File: src/quiet_chop_pkg.sv
// Purpose: Shared constants and carriers for the quiet chopper mode control block
// Assumes: 32-bit Avalon-MM register bus, byte addresses, one word per register
// Notes:   PWM config and status word layouts are packed structs; config flag and threshold use bare bit positions
package quiet_chop_pkg;

    // Register byte offsets
    localparam logic [7:0] GLOBAL_CONFIG_OFS      = 8'h00;
    localparam logic [7:0] QUIET_THRESHOLD_OFS    = 8'h04;
    localparam logic [7:0] PWM_CONFIG_OFS         = 8'h08;
    localparam logic [7:0] STEP_INTERVAL_OFS      = 8'h0c;
    localparam logic [7:0] CHOPPER_STATUS_OFS     = 8'h10;

    // Widths and limits
    localparam int         INTERVAL_W             = 20;
    localparam logic [19:0] INTERVAL_MAX          = 20'hfffff;
    localparam logic [19:0] INTERVAL_ONE          = 20'h00001;
    localparam logic [19:0] THRESHOLD_RST         = 20'h00000;
    localparam logic [8:0]  SCALE_MAX             = 9'h1ff;
    localparam logic [8:0]  SCALE_RST             = 9'h000;
    localparam logic [3:0]  LIMIT_LOW_BITS        = 4'h0;
    localparam logic [7:0]  AMPLITUDE_MAX         = 8'hff;

    // Effective PWM period in half-clock units: counter steps by two per clock
    localparam logic [10:0] PWM_STEP              = 11'h002;
    localparam logic [10:0] PWM_DIV_0             = 11'h400;
    localparam logic [10:0] PWM_DIV_1             = 11'h2ab;
    localparam logic [10:0] PWM_DIV_2             = 11'h200;
    localparam logic [10:0] PWM_DIV_3             = 11'h19a;
    localparam logic [15:0] PWM_GAP_SEL0          = 16'h01ff;

    typedef enum logic [1:0] {
        FREQ_DIV_1024 = 2'b00,
        FREQ_DIV_683  = 2'b01,
        FREQ_DIV_512  = 2'b10,
        FREQ_DIV_410  = 2'b11
    } freq_sel_e;

    typedef struct packed {
        logic [7:0] user_offset_value;
        logic [7:0] user_gradient_value;
        logic [3:0] regulation_gain;
        logic [1:0] rsv_hi;
        freq_sel_e  chopper_frequency_select;
        logic [1:0] rsv_lo;
        logic       auto_gradient_en;
        logic       auto_scale_en;
        logic [3:0] switch_amplitude_limit;
    } pwm_conf_s;

    localparam pwm_conf_s PWM_CONF_RST = '{
        user_offset_value: 8'h00, user_gradient_value: 8'h00, regulation_gain: 4'h1,
        rsv_hi: 2'h0, chopper_frequency_select: FREQ_DIV_1024, rsv_lo: 2'h0,
        auto_gradient_en: 1'b0, auto_scale_en: 1'b0, switch_amplitude_limit: 4'hc};

    typedef struct packed {
        logic [11:0] rsv;
        logic        chopper_phase;
        logic        select_pin;
        logic        disable_effective;
        logic        quiet_active;
        logic [7:0]  tuned_gradient_value;
        logic [7:0]  amplitude;
    } chop_status_s;

    // Whole state of the control block
    typedef struct packed {
        logic        ack;
        logic [31:0] rdata;
        logic        force_current_chopper;
        logic [19:0] threshold;
        pwm_conf_s   conf;
        logic [19:0] interval_cnt;
        logic [19:0] interval;
        logic        step_prev;
        logic        quiet;
        logic [8:0]  scale;
        logic [7:0]  tuned_grad;
        logic [10:0] pwm_cnt;
        logic        pwm_tick;
        logic        phase;
    } ctrl_state_s;

endpackage : quiet_chop_pkg

File: src/pin_sync3.sv
// Purpose: Three-stage synchroniser for pin inputs with agreement filter
// Assumes: Inputs are asynchronous to ref_clk
// Notes:   Output changes only when stages two and three agree
`timescale 1ns/100ps
module pin_sync3 #(
    parameter int W = 2
) (
    // Clock and reset
    input  wire logic         ref_clk,
    input  wire logic         sys_rst,
    // Pins and filtered levels
    input  wire logic [W-1:0] pin_in,
    output logic      [W-1:0] level
);
    typedef struct packed {
        logic [W-1:0] s1;
        logic [W-1:0] s2;
        logic [W-1:0] s3;
        logic [W-1:0] q;
    } sync_state_s;

    sync_state_s st;
    sync_state_s next_st;

    always_comb begin
        next_st    = st;
        next_st.s1 = pin_in;
        next_st.s2 = st.s1;
        next_st.s3 = st.s2;
        // Both agree: follow them; disagree: keep the old level
        next_st.q  = (st.s2 & st.s3) | (st.q & (st.s2 | st.s3));
    end

    always_ff @(posedge ref_clk or posedge sys_rst) begin
        if (sys_rst) begin
            st <= '0;
        end else begin
            st <= next_st;
        end
    end

    assign level = st.q;

endmodule : pin_sync3

File: src/quiet_chopper_mode_control.sv
// Purpose: Chooses quiet voltage chopper or cycle-based current chopper and holds its tuning
// Assumes: Microstep and chopper-select arrive as pins; fullstep and current error are local
// Notes:   Step interval is measured in ref_clk cycles; one wait state on every bus access
`timescale 1ns/100ps
module quiet_chopper_mode_control
    import quiet_chop_pkg::*;
(
    // Clock and reset
    input  wire logic        ref_clk,
    input  wire logic        sys_rst,
    // Avalon-MM register slave
    input  wire logic [7:0]  avs_address,
    input  wire logic        avs_read,
    input  wire logic        avs_write,
    input  wire logic [31:0] avs_writedata,
    input  wire logic [3:0]  avs_byteenable,
    output logic      [31:0] avs_readdata,
    output logic             avs_waitrequest,
    // Pins
    input  wire logic        microstep_pin,
    input  wire logic        chopper_select_pin,
    // Local motion and current feedback
    input  wire logic        fullstep_pulse,
    input  wire logic [7:0]  velocity_level,
    input  wire logic signed [7:0] current_error,
    // Chopper control outputs
    output logic             quiet_chopper_active,
    output logic             current_chopper_active,
    output logic [7:0]       amplitude,
    output logic [7:0]       gradient_in_use,
    output logic             pwm_cycle_start,
    output logic             chopper_phase
);

    ctrl_state_s  st;
    ctrl_state_s  next_st;
    logic [1:0]   pins_level;
    logic         step_level;
    logic         select_level;
    logic         disable_eff;
    logic         step_edge;
    logic [31:0]  be_mask;
    logic         bus_commit;
    logic [15:0]  grad_product;
    logic [8:0]   fwd_sum;
    logic [7:0]   fwd_amp;
    logic [8:0]   fwd_target;
    logic [8:0]   switch_limit;
    logic [10:0]  pwm_div;
    logic [10:0]  pwm_sum;
    logic [9:0]   scale_up;
    logic [8:0]   gain_ext;
    chop_status_s status_word;

    pin_sync3 #(
        .W(2)
    ) u_pin_sync (
        .ref_clk (ref_clk),
        .sys_rst (sys_rst),
        .pin_in  ({chopper_select_pin, microstep_pin}),
        .level   (pins_level)
    );

    assign step_level   = pins_level[0];
    assign select_level = pins_level[1];

    always_comb begin
        next_st = st;

        // Bus: request waits one cycle, commits on the edge where waitrequest is low
        avs_waitrequest = (avs_read | avs_write) & ~st.ack;
        bus_commit      = avs_write & st.ack;
        next_st.ack     = (avs_read | avs_write) & ~st.ack;
        be_mask = {{8{avs_byteenable[3]}}, {8{avs_byteenable[2]}},
                   {8{avs_byteenable[1]}}, {8{avs_byteenable[0]}}};

        disable_eff = st.force_current_chopper ^ select_level;
        step_edge   = step_level & ~st.step_prev;
        next_st.step_prev = step_level;

        status_word = '{rsv: 12'h000, chopper_phase: st.phase, select_pin: select_level,
                        disable_effective: disable_eff, quiet_active: st.quiet,
                        tuned_gradient_value: st.tuned_grad, amplitude: st.scale[8:1]};

        if (avs_read & ~st.ack) begin
            case (avs_address)
                GLOBAL_CONFIG_OFS:   next_st.rdata = {31'h00000000, st.force_current_chopper};
                QUIET_THRESHOLD_OFS: next_st.rdata = {12'h000, st.threshold};
                PWM_CONFIG_OFS:      next_st.rdata = st.conf;
                STEP_INTERVAL_OFS:   next_st.rdata = {12'h000, st.interval};
                CHOPPER_STATUS_OFS:  next_st.rdata = status_word;
                default:             next_st.rdata = 32'h00000000;
            endcase
        end

        if (bus_commit) begin
            case (avs_address)
                GLOBAL_CONFIG_OFS: begin
                    if (avs_byteenable[0]) begin
                        next_st.force_current_chopper = avs_writedata[0];
                    end
                end
                QUIET_THRESHOLD_OFS: begin
                    // Full 20-bit range accepted, upper bits of the word read as zero
                    next_st.threshold = (st.threshold & ~be_mask[19:0])
                                      | (avs_writedata[19:0] & be_mask[19:0]);
                end
                PWM_CONFIG_OFS: begin
                    next_st.conf = (st.conf & ~be_mask) | (avs_writedata & be_mask);
                    next_st.conf.rsv_hi = 2'h0;
                    next_st.conf.rsv_lo = 2'h0;
                end
                default: begin
                end
            endcase
        end

        // Interval measurement in clock cycles, saturating at standstill
        if (step_edge) begin
            next_st.interval     = st.interval_cnt;
            next_st.interval_cnt = INTERVAL_ONE;
        end else if (st.interval_cnt == INTERVAL_MAX) begin
            next_st.interval = INTERVAL_MAX;
        end else begin
            next_st.interval_cnt = st.interval_cnt + INTERVAL_ONE;
        end

        // Decision uses the latest measurement, so it follows every new interval
        next_st.quiet = ~disable_eff & (st.interval >= st.threshold);

        // PWM period: counter advances by two per clock and wraps at the divider
        case (st.conf.chopper_frequency_select)
            FREQ_DIV_1024: pwm_div = PWM_DIV_0;
            FREQ_DIV_683:  pwm_div = PWM_DIV_1;
            FREQ_DIV_512:  pwm_div = PWM_DIV_2;
            FREQ_DIV_410:  pwm_div = PWM_DIV_3;
            default:       pwm_div = PWM_DIV_0;
        endcase
        pwm_sum          = st.pwm_cnt + PWM_STEP;
        next_st.pwm_tick = 1'b0;
        if (pwm_sum >= pwm_div) begin
            next_st.pwm_cnt  = pwm_sum - pwm_div;
            next_st.pwm_tick = 1'b1;
            next_st.phase    = ~st.phase;
        end else begin
            next_st.pwm_cnt  = pwm_sum;
        end

        // Gradient: user value unless automatic tuning runs
        if (!st.conf.auto_gradient_en) begin
            next_st.tuned_grad = st.conf.user_gradient_value;
        end else if (fullstep_pulse && st.quiet) begin
            if (current_error > 8'sh00 && st.tuned_grad != AMPLITUDE_MAX) begin
                next_st.tuned_grad = st.tuned_grad + 8'h01;
            end else if (current_error < 8'sh00 && st.tuned_grad != 8'h00) begin
                next_st.tuned_grad = st.tuned_grad - 8'h01;
            end
        end

        // Forward amplitude: offset plus gradient weighted by velocity
        // Widen both factors first so the full 16-bit product is kept
        grad_product = {8'h00, st.tuned_grad} * {8'h00, velocity_level};
        fwd_sum      = {1'b0, st.conf.user_offset_value} + {1'b0, grad_product[15:8]};
        fwd_amp      = fwd_sum[8] ? AMPLITUDE_MAX : fwd_sum[7:0];
        fwd_target   = {fwd_amp, 1'b0};
        switch_limit = {st.conf.switch_amplitude_limit, LIMIT_LOW_BITS, 1'b0};
        gain_ext     = {5'h00, st.conf.regulation_gain};
        scale_up     = {1'b0, st.scale} + {1'b0, gain_ext};

        // Scale holds one fractional bit so gain one gives half a step
        if (!st.conf.auto_scale_en) begin
            if (!st.quiet) begin
                next_st.scale = fwd_target;
            end else if (st.pwm_tick && st.scale < fwd_target) begin
                next_st.scale = st.scale + 9'h001;
            end else if (st.pwm_tick && st.scale > fwd_target) begin
                next_st.scale = st.scale - 9'h001;
            end
        end else if (fullstep_pulse && st.quiet) begin
            // Frozen while the current chopper runs
            if (current_error > 8'sh00) begin
                next_st.scale = scale_up[9] ? SCALE_MAX : scale_up[8:0];
            end else if (current_error < 8'sh00) begin
                next_st.scale = (st.scale > gain_ext) ? st.scale - gain_ext : SCALE_RST;
            end
        end

        // Switching into the quiet chopper caps the amplitude
        if (next_st.quiet && !st.quiet && next_st.scale > switch_limit) begin
            next_st.scale = switch_limit;
        end
    end

    always_ff @(posedge ref_clk or posedge sys_rst) begin
        if (sys_rst) begin
            st <= '{ack: 1'b0, rdata: 32'h00000000, force_current_chopper: 1'b0,
                    threshold: THRESHOLD_RST, conf: PWM_CONF_RST,
                    interval_cnt: INTERVAL_ONE, interval: INTERVAL_MAX, step_prev: 1'b0,
                    quiet: 1'b0, scale: SCALE_RST, tuned_grad: 8'h00,
                    pwm_cnt: 11'h000, pwm_tick: 1'b0, phase: 1'b0};
        end else begin
            st <= next_st;
        end
    end

    assign avs_readdata           = st.rdata;
    assign quiet_chopper_active   = st.quiet;
    assign current_chopper_active = ~st.quiet;
    assign amplitude              = st.scale[8:1];
    assign gradient_in_use        = st.tuned_grad;
    assign pwm_cycle_start        = st.pwm_tick;
    assign chopper_phase          = st.phase;

    // Helper: spacing between PWM ticks while the frequency select stays put
    logic [15:0] tick_gap;
    logic        gap_valid;
    logic [1:0]  sel_seen;

    always_ff @(posedge ref_clk or posedge sys_rst) begin
        if (sys_rst) begin
            tick_gap  <= 16'h0000;
            gap_valid <= 1'b0;
            sel_seen  <= 2'h0;
        end else begin
            sel_seen <= st.conf.chopper_frequency_select;
            if (st.pwm_tick) begin
                tick_gap  <= 16'h0000;
                gap_valid <= 1'b1;
            end else begin
                tick_gap  <= tick_gap + 16'h0001;
            end
            if (sel_seen != st.conf.chopper_frequency_select) begin
                gap_valid <= 1'b0;
            end
        end
    end
endmodule : quiet_chopper_mode_control

File: config.mk
export PLATFORM = sky130hd
export DESIGN_NAME = quiet_chopper_mode_control
export DESIGN_NICKNAME = d
export VERILOG_FILES = /design/src/quiet_chop_pkg.sv /design/src/pin_sync3.sv /design/src/quiet_chopper_mode_control.sv
export SDC_FILE = /design/constraint.sdc
export NUM_CORES = 1
export LEC_CHECK = 0
export BUFFER_PORTS_ARGS = -buffer_cell sky130_fd_sc_hd__buf_2
export CAP_MARGIN = 0
export CORE_MARGIN = 1.5
export CORE_UTILIZATION = 55
export DETAILED_ROUTE_END_ITERATION = 6
export GPL_ROUTABILITY_DRIVEN = 0
export HOLD_SLACK_MARGIN = 0.02
export PLACE_DENSITY_LB_ADDON = 0.2
export SYNTH_ARGS = -nofsm -noshare
export SYNTH_HDL_FRONTEND = slang
export SYNTH_SLANG_ARGS = --single-unit
File: constraint.sdc
create_clock -name ref_clk -period 15 [get_ports ref_clk]
set_input_delay 0.75 -clock ref_clk [delete_from_list [all_inputs] [get_ports ref_clk]]
set_output_delay 0.75 -clock ref_clk [all_outputs]
set_load 0.05 [all_outputs]
Yosys cells after proc, flatten, opt, wreduce, memory -nomap -nowiden
Index checks and enable logic that the tools add are counted.
{"block": "classes", "addsub": 10, "mul": 1, "order_cmp": 8, "eq_ne": 12, "mux": 22, "n_bitwise": 24, "reduce_logical": 16}
{"cell": "32-bit case mux with 5 select lines", "n": 1}
{"cell": "9-bit 2-to-1 mux", "n": 10}
{"cell": "32-bit AND", "n": 2}
{"cell": "11-bit case mux with 4 select lines", "n": 1}
{"cell": "20-bit AND", "n": 2}
{"cell": "20-bit 2-to-1 mux", "n": 2}
{"cell": "40-bit 2-to-1 mux", "n": 1}
{"cell": "8-bit 2-to-1 mux", "n": 5}
{"cell": "32-bit NOT", "n": 1}
{"cell": "32-bit OR", "n": 1}
{"cell": "20-bit by 1-bit adder with 20-bit output, second input constant", "n": 1}
{"cell": "20-bit == test, second input constant", "n": 1}
{"cell": "20-bit greater-or-equal comparator", "n": 1}
{"cell": "20-bit NOT", "n": 1}
{"cell": "20-bit OR", "n": 1}
{"cell": "9-bit > comparator", "n": 2}
{"cell": "8-bit by 4-bit == test with 1-bit output, second input constant", "n": 2}
{"cell": "8-bit by 8-bit multiplier with 16-bit output", "n": 1}
{"cell": "11-bit by 2-bit adder with 11-bit output, second input constant", "n": 1}
{"cell": "11-bit greater-or-equal comparator", "n": 1}
{"cell": "11-bit 2-to-1 mux", "n": 1}
{"cell": "11-bit subtractor", "n": 1}
{"cell": "9-bit by 4-bit adder with 10-bit output", "n": 1}
{"cell": "8-bit by 8-bit adder with 9-bit output", "n": 1}
{"cell": "other kinds (32)", "n": 51}
{"block": "word_totals", "regBits": 162, "in_bits": 67, "elab_cells": 117}

Logic depth before layout (Yosys ltp)
Gate-level depths: netlist (run 1).
{"block": "logic_depth", "ltp_word": 12, "mapped_depth": 42}

Modules after synthesis
A second synthesis (run 1) with hierarchy kept.
{"block": "unflattened", "cells_unflattened": 1335, "hier_area_um2": 12180.4}
{"mod": "quiet_chopper_mode_control", "instances": 1, "cells_each": 1322, "area_per_inst_um2": 11939.0}
{"mod": "pin_sync3", "instances": 1, "cells_each": 13, "area_per_inst_um2": 241.5}

Worst setup path before layout (run 1)
OpenSTA, ideal clock, no wires.
{"block": "synth_path", "path_type": "input to register", "start": "input port velocity_level[7]", "end": "register st (netlist bit amplitude[5])", "t_arrival_ns": 9.104, "required_ns": 14.875, "setup_slack_ns": 5.771, "stages": 37, "n_path_buf": 0, "cell_sequence": "and2_1 > fa_1 > fa_1 > fa_1 > inv_1 > fa_1 > inv_1 > ha_1 > o21a_1 > a2111oi_0 > nor2_1 > and2_1 > nor2_1 > xnor2_1 > ha_1 > a21oi_1 > nor2_1 > a311oi_2 > a21oi_2 > or2_2 > ha_1 > nand3b_1 > o31ai_2 > or3b_1 > a211oi_2 > a21o_1 > xnor2_1 > a211oi_1 > a221o_1 > ha_1 > nor2b_1 > o21ai_0 > nand2b_1 > a21oi_1 > or3_2 > a41oi_2 > mux2_2"}
{"element": "from (decl)", "line_no": "quiet_chopper_mode_control.sv:24", "source": "input wire logic [7:0] velocity_level,"}
{"element": "to (signal assigned)", "line_no": "quiet_chopper_mode_control.sv:196", "source": "st <= '{ack: 1'b0, rdata: 32'h00000000, force_current_chopper: 1'b0,"}
{"element": "to (signal assigned)", "line_no": "quiet_chopper_mode_control.sv:202", "source": "st <= next_st;"}
{"element": "to (decl)", "line_no": "quiet_chopper_mode_control.sv:35", "source": "ctrl_state_s st;"}

==> results of run 1 <==
[worst paths after layout]
kind,to,slack (ns)
max,amplitude[5],4.82
min,u_pin_sync.next_st[2],0.35
max reg2reg,amplitude[5],4.82
min reg2reg,u_pin_sync.next_st[2],0.35
max in group asynchronous,async pin,13.17
min in group asynchronous,st[56],0.53
[cell usage after synthesis (7+ instances only)]
master / instances
nand2_1: 154
and3_1: 9
nor4_1: 8
dfrtp_1: 138
nor3_1: 25
a211oi_1: 7
a222oi_1: 15
nand2b_1: 9
buf_4: 48
xor2_1: 21
mux2_2: 32
clkbuf_1: 38
nand3_1: 29
a21o_1: 12
a31oi_1: 8
o21a_1: 11
or3_1: 8
o21ai_0: 95
a22o_1: 20
a21oi_1: 55
nor2b_1: 8
dfstp_2: 24
nor2_1: 115
mux2i_1: 10
and2_1: 57
o21bai_1: 8
nand4_1: 10
ha_1: 104
inv_1: 98
xnor2_1: 36
fa_1: 40
[power by group through the flow]
| stage | clock [mW] | combinational [mW] | sequential [mW] |
|---|---|---|---|
| floorplan | 0 | 0.392 | 0.535 |
| global placement | 0 | 0.473 | 0.556 |
| detailed placement | 0 | 0.482 | 0.557 |
| CTS | 0.449 | 0.487 | 0.549 |
| global route | 0.469 | 0.544 | 0.556 |
| finish | 0.443 | 0.491 | 0.551 |
[worst max-delay path: cells and delay by family (launching register included)]
kind	cells	cell delay, ns
AOI/OAI and AO/OA	13	3.13
xor gates and xnor gates	2	0.25
adders and majority gates	8	3.29
buffers and inverters	1	0.05
DFF	1	0.75
muxes	1	0.37
and+or+nand+nor	11	2.22
[kinds of logic after synthesis]
kind of cell,count (synthesis)
XOR/XNOR,57
buffers and inverters,197
AND/OR/NAND/NOR,459
flip-flops,162
multiplexers,43
adder cells (fa/ha/maj),146
AO/OA/AOI/OAI,279
[layout make-up]
class | count | area (um^2) | area share
diodes | 2 | 5.005 | 0.0003752
multi-input cells | 984 | 7228 | 0.5418
clock buffers | 17 | 425.4 | 0.03189
clock inverters | 15 | 188.9 | 0.01416
repair buffers | 131 | 685.7 | 0.05140
flip-flops and latches | 162 | 4084 | 0.3061
inverters | 98 | 372.9 | 0.02795
well taps | 280 | 350.3 | 0.02626
[per-stage QoR]
| step | area (um^2) | power [mW] | worst slack, ns | hold WS [ns] |
|---|---|---|---|---|
| after floorplan | 12240 | 0.9269 | 5.771 | 0.3312 |
| after global placement | 12720 | 1.030 | 4.925 | 0.3336 |
| after detailed placement | 12720 | 1.039 | 4.700 | 0.3363 |
| after CTS | 13340 | 1.484 | 4.806 | 0.3554 |
| after global routing | 13340 | 1.569 | 4.237 | 0.3665 |
| final | 13340 | 1.485 | 4.820 | 0.3535 |
[layout by cell type, fill, tap and decap left out, drive strengths merged, types with 8 or more instances in the layout]
| cell | n |
|---|---|
| nor4 | 10 |
| clkbuf | 17 |
| o21a | 11 |
| a211oi | 8 |
| o21ai | 96 |
| dfstp | 24 |
| and3 | 10 |
| mux2 | 32 |
| a21o | 12 |
| ha | 104 |
| a222oi | 15 |
| dfrtp | 138 |
| nand3 | 29 |
| nor2 | 115 |
| a21oi | 57 |
| clkinv | 11 |
| buf | 131 |
| and2 | 57 |
| mux2i | 10 |
| xor2 | 21 |
| nor2b | 8 |
| nand4 | 10 |
| or3 | 11 |
| nand2b | 9 |
| a22o | 20 |
| nor3 | 26 |
| xnor2 | 36 |
| fa | 40 |
| o21bai | 8 |
| nand2 | 156 |
| a31oi | 9 |
| inv | 102 |
[metal layers]
layer / wire length (um) / vias to the layer above / GRT usage
li1: - / 4713 / -
met1: 13580 / 4830 / 0.3717
met5: 0 / - / 0
met3: 1812 / 61 / 0.04608
met2: 14960 / 349 / 0.4454
met4: 844 / 0 / 0.1036
==> out/results.txt, run 1 <==
outcome = complete, no violations
CTS buffer count = 17
Layout Skew = 0.01122 ns
crit path launch = gradient_in_use[0]
port buffer count = 119
Skew-Pair Late Insertion Delay = 0.44 ns
min-delay worst type = reg2reg
synth warn = 0
worst-case reg-to-reg path depth = 36
leading area contributor after synthesis = dfrtp_1
Area Overhead vs Synth = 8.952%
Vias/cell = 5.893
Cell Area, Synth = 12,240 um^2
combinational share of power = 0.330
kind of critical path = reg2reg
cell row count = 54
post-layout min period = 10.18 ns
Max Cap Viol = 0
CTS tree = yes
Avg Inst Size Synth = 9.117 um^2
Final Cycle Share = 0.6787
pin count of the biggest net entering global routing = 105
# fillers = 1,879
DP HPWL = 23,290 um
ranking of synthesized cells by area = dfrtp_1 (28%), ha_1 (11%), fa_1 (6.5%)
proportion of layout cells with a drive suffix above 1 = 0.1784
max-slew violation count = 0
clk slew on worst S/H paths = 0.08 ns
WP data required = 15.33 ns
P_int = 0.9135 mW
average wire per standard cell = 18.47 um
Hold Vio Cnt, Final = 0
Post-Synth Simple-Gate Area = 0.1801
largest family of logic cells by synthesized area = simple AND/OR/NAND/NOR gates
setup violators final = 0
final net count = 1,605
mux share of post-synthesis cell area = 0.03944
first-pass GRT wire length = 51,120 um
compound-gate portion of the synthesized area = 0.1543
drt first pass iters = 7
CP peak stage delay = 0.75 ns
RR Startpoint = gradient_in_use[0]
dpl cells = 1,655
H-tree depth = 4
Core Area = 21,820 um^2
Fmax = 98.23 MHz
P_leak = 6.574 nW
# hold bufs at CTS = 0
HP Start = u_pin_sync.next_st[4]
sequential cell area fraction in the yosys report = 0.3335
TNS Setup = 0 ns
Finished Core Util = 0.6113
hold depth = 0
worst slew pin tran = 1.102 ns
net count after synthesis = 1,554
chip width = 152.2 um
Final Non-Filler Cells = 1,689
Vias = 9,953
Total Wirelength = 31,190 um
drc violations = 0
initial antenna violation count = 2
grt total ovfl = 0
Post-Synth XOR/XNOR Area = 0.04077
number of routed nets with antenna violations = 0
adder-cell share of the synthesized area = 0.1733
count of flip-flops with a built-in enable after synthesis = 0
crit path max fanout = 14
total track usage = 0.2751
Sink Count = 162
peak supply drop = 0.08915 mV
Arr. time, crit path = 10.50 ns
Die Footprint = 23,170 um^2
vias in the first global route = 9,760
Worst slew margin = 0.2624
RSZ-0062 raised after global routing = no
Synth Register Bits = 162
slowest cell on the critical path = dfrtp_1
Mapped Cells = 1,343
Synth Flop Type = dfrtp_1
Longest Clk Path Bufs = 2
critical path endpoint category = register
Synth top area share = 0.2820
Power Density = 111.3 nW/um^2
Async SR Flop Fraction = 1.000
Setup Fix Bufs, Post-CTS = 0
CTS Root Cell = clkbuf_16
Seq pwr share = 0.371
Worst Setup Start Kind = register
Sw Share = 0.3848
I/O pins = 120
clock power share = 0.299
Starting Density = 0.5611
NetSw = 0.5714 mW
Iter 0 DRT Violations = 801
Resize count post-CTS = 0
distinct cell type count of the synthesized netlist = 86
Die Y = 152.2 um
Power figures use the tool's default switching activity.
==> run 2: changes to the inputs <==
Clock period 15 ns to 9.8 ns, I/O delays scaled along.
==> out/results.txt, run 2 (synthesis results as in run 1) <==
Fmax = 106.9 MHz
Total Wirelength = 31,370 um
Power Density = 170.3 nW/um^2
crit-path leading delay family = adder cells
# fillers = 1,895
Vias/cell = 5.889
Area Overhead vs Synth = 9.820%
NetSw = 0.8836 mW
crit path launch = gradient_in_use[5]
CTS tree = yes
Final Cycle Share = 0.9542
P_leak = 6.636 nW
Sink Count = 162
GR Layer Usage met1 = 0.3673
CTS Root Cell = clkbuf_16
Arr. time, crit path = 9.68 ns
port buffer count = 119
first-pass GRT wire length = 51,090 um
met2 usage = 0.4574
Max Cap Viol = 0
P_int = 1.406 mW
Layout Skew = 0.01425 ns
worst slew pin tran = 1.218 ns
clock power share = 0.301
CP peak stage delay = 0.57 ns
Starting Density = 0.5611
slowest cell on the critical path = fa_1
vias in the first global route = 9,913
DP HPWL = 23,630 um
Die Y = 152.2 um
Vias = 9,999
Iter 0 DRT Violations = 700
WHS = 0.1425 ns
critical path endpoint category = register
kind of critical path = reg2reg
H-tree depth = 4
Hold Vio Cnt, Final = 0
max-slew violation count = 0
Sw Share = 0.3858
crit path max fanout = 9
pin count of the biggest net entering global routing = 97
final net count = 1,616
I/O pins = 120
CTS buffer count = 17
met3 usage = 0.03726
Longest Clk Path Bufs = 2
drt first pass iters = 5
Buf/Inv on CP = 3
Core Area = 21,820 um^2
RSZ-0062 raised after global routing = no
outcome = complete, no violations
Die Footprint = 23,170 um^2
proportion of layout cells with a drive suffix above 1 = 0.1876
Skew-Pair Late Insertion Delay = 0.44 ns
most common cell after layout, fill and taps aside = nand2_1
total track usage = 0.2739
cell row count = 54
clk slew on worst S/H paths = 0.08 ns
combinational share of power = 0.332
HP Start = chopper_select_pin
RR Startpoint = gradient_in_use[5]
fin area = 13,450 um^2
Seq pwr share = 0.367
Worst slew margin = 0.1851
DP Area = 12,790 um^2
drc violations = 0
# hold bufs at CTS = 0
grt total ovfl = 0
layer with the highest usage = met2
chip width = 152.2 um
Worst Setup Start Kind = register
most frequent cells in the layout = nand2_1 (154), dfrtp_1 (136), buf_2 (119)
setup violators final = 0
post-layout min period = 9.351 ns
min-delay worst type = in2reg
Ant. Diodes = 0
initial antenna violation count = 0
average wire per standard cell = 18.47 um
WP data required = 10.13 ns
peak supply drop = 0.1292 mV
number of routed nets with antenna violations = 0
run 2: changes by cell type in the layout (fill, tap and decap cells not counted), sizes merged:
cell and change:
buf +11, clkinv -7, diode -2, inv +7
run 2: worst reg2reg max path: cells and delay by family, from the launching register on:
kind | cells | cell delay, ns
AND/OR/NAND/NOR | 12 | 2.48
XOR/XNOR | 2 | 0.20
AO/OA/AOI/OAI | 12 | 2.14
adder cells (fa/ha/maj) | 8 | 3.32
multiplexers | 1 | 0.36
flip-flops | 1 | 0.45
buffers and inverters | 3 | 0.29
run 2: final timing paths:
| kind | endpoint | slack, ns | cells after the start |
|---|---|---|---|
| max | amplitude[6] | 0.45 | 38 |
| min | u_pin_sync.next_st[5] | 0.14 | 1 |
| max reg2reg | amplitude[6] | 0.45 | 38 |
| min reg2reg | u_pin_sync.next_st[2] | 0.35 | 0 |
| max in group asynchronous | async pin | 8.16 | 3 |
| min in group asynchronous | st[56] | 0.20 | 2 |
run 2: area by class of cell:
cell class / instances / area (um^2) / share of cell area
Sequential cell: 162 / 4086 / 0.3039
Tap cell: 280 / 350.3 / 0.02605
Clock inverter: 15 / 173.9 / 0.01293
Multi-Input combinational cell: 984 / 7269 / 0.5406
Clock buffer: 17 / 425.4 / 0.03164
Timing Repair Buffer: 142 / 768.2 / 0.05713
Inverter: 98 / 372.9 / 0.02773
run 2: metrics by stage:
step	TNS, ns	std cells	setup slack [ns]	util	total power, mW
detailed placement	-0.1894	1664	-0.06500	0.5860	1.596
floorplan	0	1343	0.7104	-	1.419
finish	0	1698	0.4486	0.6162	2.290
global route	0	1698	0.008780	0.6162	2.416
global placement	0	1664	0.1818	0.5860	1.582
CTS	0	1696	0.02317	0.6135	2.285
run 2: power groups by stage:
stage	Sequential (mW)	Combinational, mW	Clock [mW]
after floorplan	0.819	0.600	0
after detailed placement	0.849	0.747	0
after global placement	0.848	0.735	0
after CTS	0.838	0.752	0.696
after global routing	0.849	0.844	0.723
final	0.840	0.761	0.689
run 2: repair_timing:
action / CTS / global route
endpoints found under the setup margin: 0 / 5
buffers inserted: 0 / 2
resized for setup: 0 / 8
run 2: per-layer routing:
metal / wire length [um] / vias up
li1: - / 4734
met1: 13710 / 4876
met2: 15180 / 329
met3: 1666 / 60
met4: 814 / 0
met5: 0 / -
==> run 3: changes to the inputs <==
Settings changed: CTS_CLUSTER_SIZE set to 10, PLACE_DENSITY_LB_ADDON 0.2 to 0.15.
==> out/results.txt, run 3 (synthesis results as in run 1) <==
I/O pins = 120
Worst slew margin = 0.2671
# hold bufs at CTS = 0
worst-case reg-to-reg path depth = 38
DP Area = 12,800 um^2
area of the multi-input gates = 7262 um^2
capturing point of the worst reg2reg path = amplitude[5]
Worst Setup EP = amplitude[5]
dpl cells = 1,666
Final WS setup = 0.5214 ns
CTS tree = yes
worst slack, placed = 0.02306 ns
slowest cell on the critical path = fa_1
pin count of the biggest net entering global routing = 119
Final Cycle Share = 0.9468
RR Startpoint = gradient_in_use[6]
Vias/cell = 5.818
first-pass GRT wire length = 50,650 um
Starting Density = 0.5611
Skew-Pair Late Insertion Delay = 0.44 ns
Worst Setup Start Kind = register
Area Overhead vs Synth = 10.05%
drc violations = 0
CP peak stage delay = 0.55 ns
Die Y = 152.2 um
DP HPWL = 23,250 um
Longest Clk Path Bufs = 2
WP data required = 10.12 ns
min-delay worst type = in2reg
peak supply drop = 0.1910 mV
CTS Root Cell = clkbuf_16
TNS Setup = 0 ns
most frequent cells in the layout = nand2_1 (154), dfrtp_1 (135), buf_2 (119)
flop-to-flop setup slack = 0.52 ns
proportion of layout cells with a drive suffix above 1 = 0.1889
drt first pass iters = 7
# fillers = 1,922
Sink Count = 162
total track usage = 0.2715
initial antenna violation count = 1
port buffer count = 119
Iter 0 DRT Violations = 917
Final Non-Filler Cells = 1,700
setup violators final = 0
Hold Vio Cnt, Final = 0
worst slew pin tran = 1.097 ns
Finished Core Util = 0.6175
post-layout min period = 9.279 ns
Register Area = 4088 um^2
Max Cap Viol = 0
Die Footprint = 23,170 um^2
Power Density = 169.6 nW/um^2
Arr. time, crit path = 9.60 ns
average wire per standard cell = 18.10 um
clk slew on worst S/H paths = 0.08 ns
outcome = complete, no violations
kind of critical path = reg2reg
most common cell after layout, fill and taps aside = nand2_1
final net count = 1,617
cell row count = 54
grt total ovfl = 0
Fmax = 107.8 MHz
Vias = 9,891
CTS buffer count = 17
Total Wirelength = 30,760 um
number of routed nets with antenna violations = 0
Core Area = 21,820 um^2
H-tree depth = 4
crit path max fanout = 13
max-slew violation count = 0
RSZ-0062 raised after global routing = no
chip width = 152.2 um
critical path endpoint category = register
vias in the first global route = 9,751
crit path launch = gradient_in_use[6]
Layout Skew = 0.01587 ns
P_leak = 6.644 nW
fin area = 13,480 um^2
run 3: cell count changes in the layout (fill, tap and decap cells not counted):
cell and delta:
inv_8 -2, a21oi_2 +1, o21ai_0 -1, inv_6 -2
a21oi_4 -1, dfrtp_2 +1, diode_2 +1, clkinv_8 +4
buf_4 +1, dfrtp_1 -1, o21ai_1 +1
run 3: critical path: cells and delay by family, from the launching register on:
kind            cells  cell delay (ns)
fa+ha+maj           8             3.26
simple gates       12             2.49
compound gates     12             2.11
flops               1             0.40
mux                 1             0.37
buf+inv             3             0.28
xor+xnor            2             0.24
run 3: layout make-up:
| type | instances | area share |
|---|---|---|
| multi-input cells | 984 | 0.5389 |
| flip-flops and latches | 162 | 0.3033 |
| repair buffers | 143 | 0.05757 |
| clock buffers | 17 | 0.03157 |
| inverters | 98 | 0.02767 |
| well taps | 280 | 0.02600 |
| clock inverters | 15 | 0.01476 |
| diodes | 1 | 0.0001857 |
run 3: worst min path at each step:
stage | from | cells past startpoint | to
2_1_floorplan | u_pin_sync.next_st[4] | 0 | u_pin_sync.next_st[2]
3_3_place_gp | u_pin_sync.next_st[5] | 0 | u_pin_sync.next_st[3]
5_1_grt | microstep_pin | 1 | u_pin_sync.next_st[4]
3_5_place_dp | u_pin_sync.next_st[5] | 0 | u_pin_sync.next_st[3]
4_1_cts | microstep_pin | 1 | u_pin_sync.next_st[4]
6_report | microstep_pin | 1 | u_pin_sync.next_st[4]
run 3: metal layers:
| metal | global-route usage | up-vias | routed length, um |
|---|---|---|---|
| li1 | - | 4737 | - |
| met1 | 0.3669 | 4784 | 13490 |
| met2 | 0.4551 | 322 | 15020 |
| met3 | 0.03527 | 48 | 1588 |
| met4 | 0.08507 | 0 | 660 |
| met5 | 0 | - | 0 |
run 3: power by group:
part	total [mW]	switching [mW]	internal (mW)
clock	0.693	0.342	0.351
combinational	0.765	0.448	0.317
sequential	0.828	0.0851	0.743
run 3: through the flow:
stage	hold slack, ns	power, mW
floorplan	0.3312	1.419
global route	0.1297	2.420
finish	0.1423	2.286
CTS	0.1291	2.290
global placement	0.3371	1.583
detailed placement	0.3358	1.593
run 3: what timing repair did:
action | 4_1_cts | 5_1_grt
resized for setup | 0 | 9
buffers inserted | 0 | 1
endpoints found under the setup margin | 0 | 4
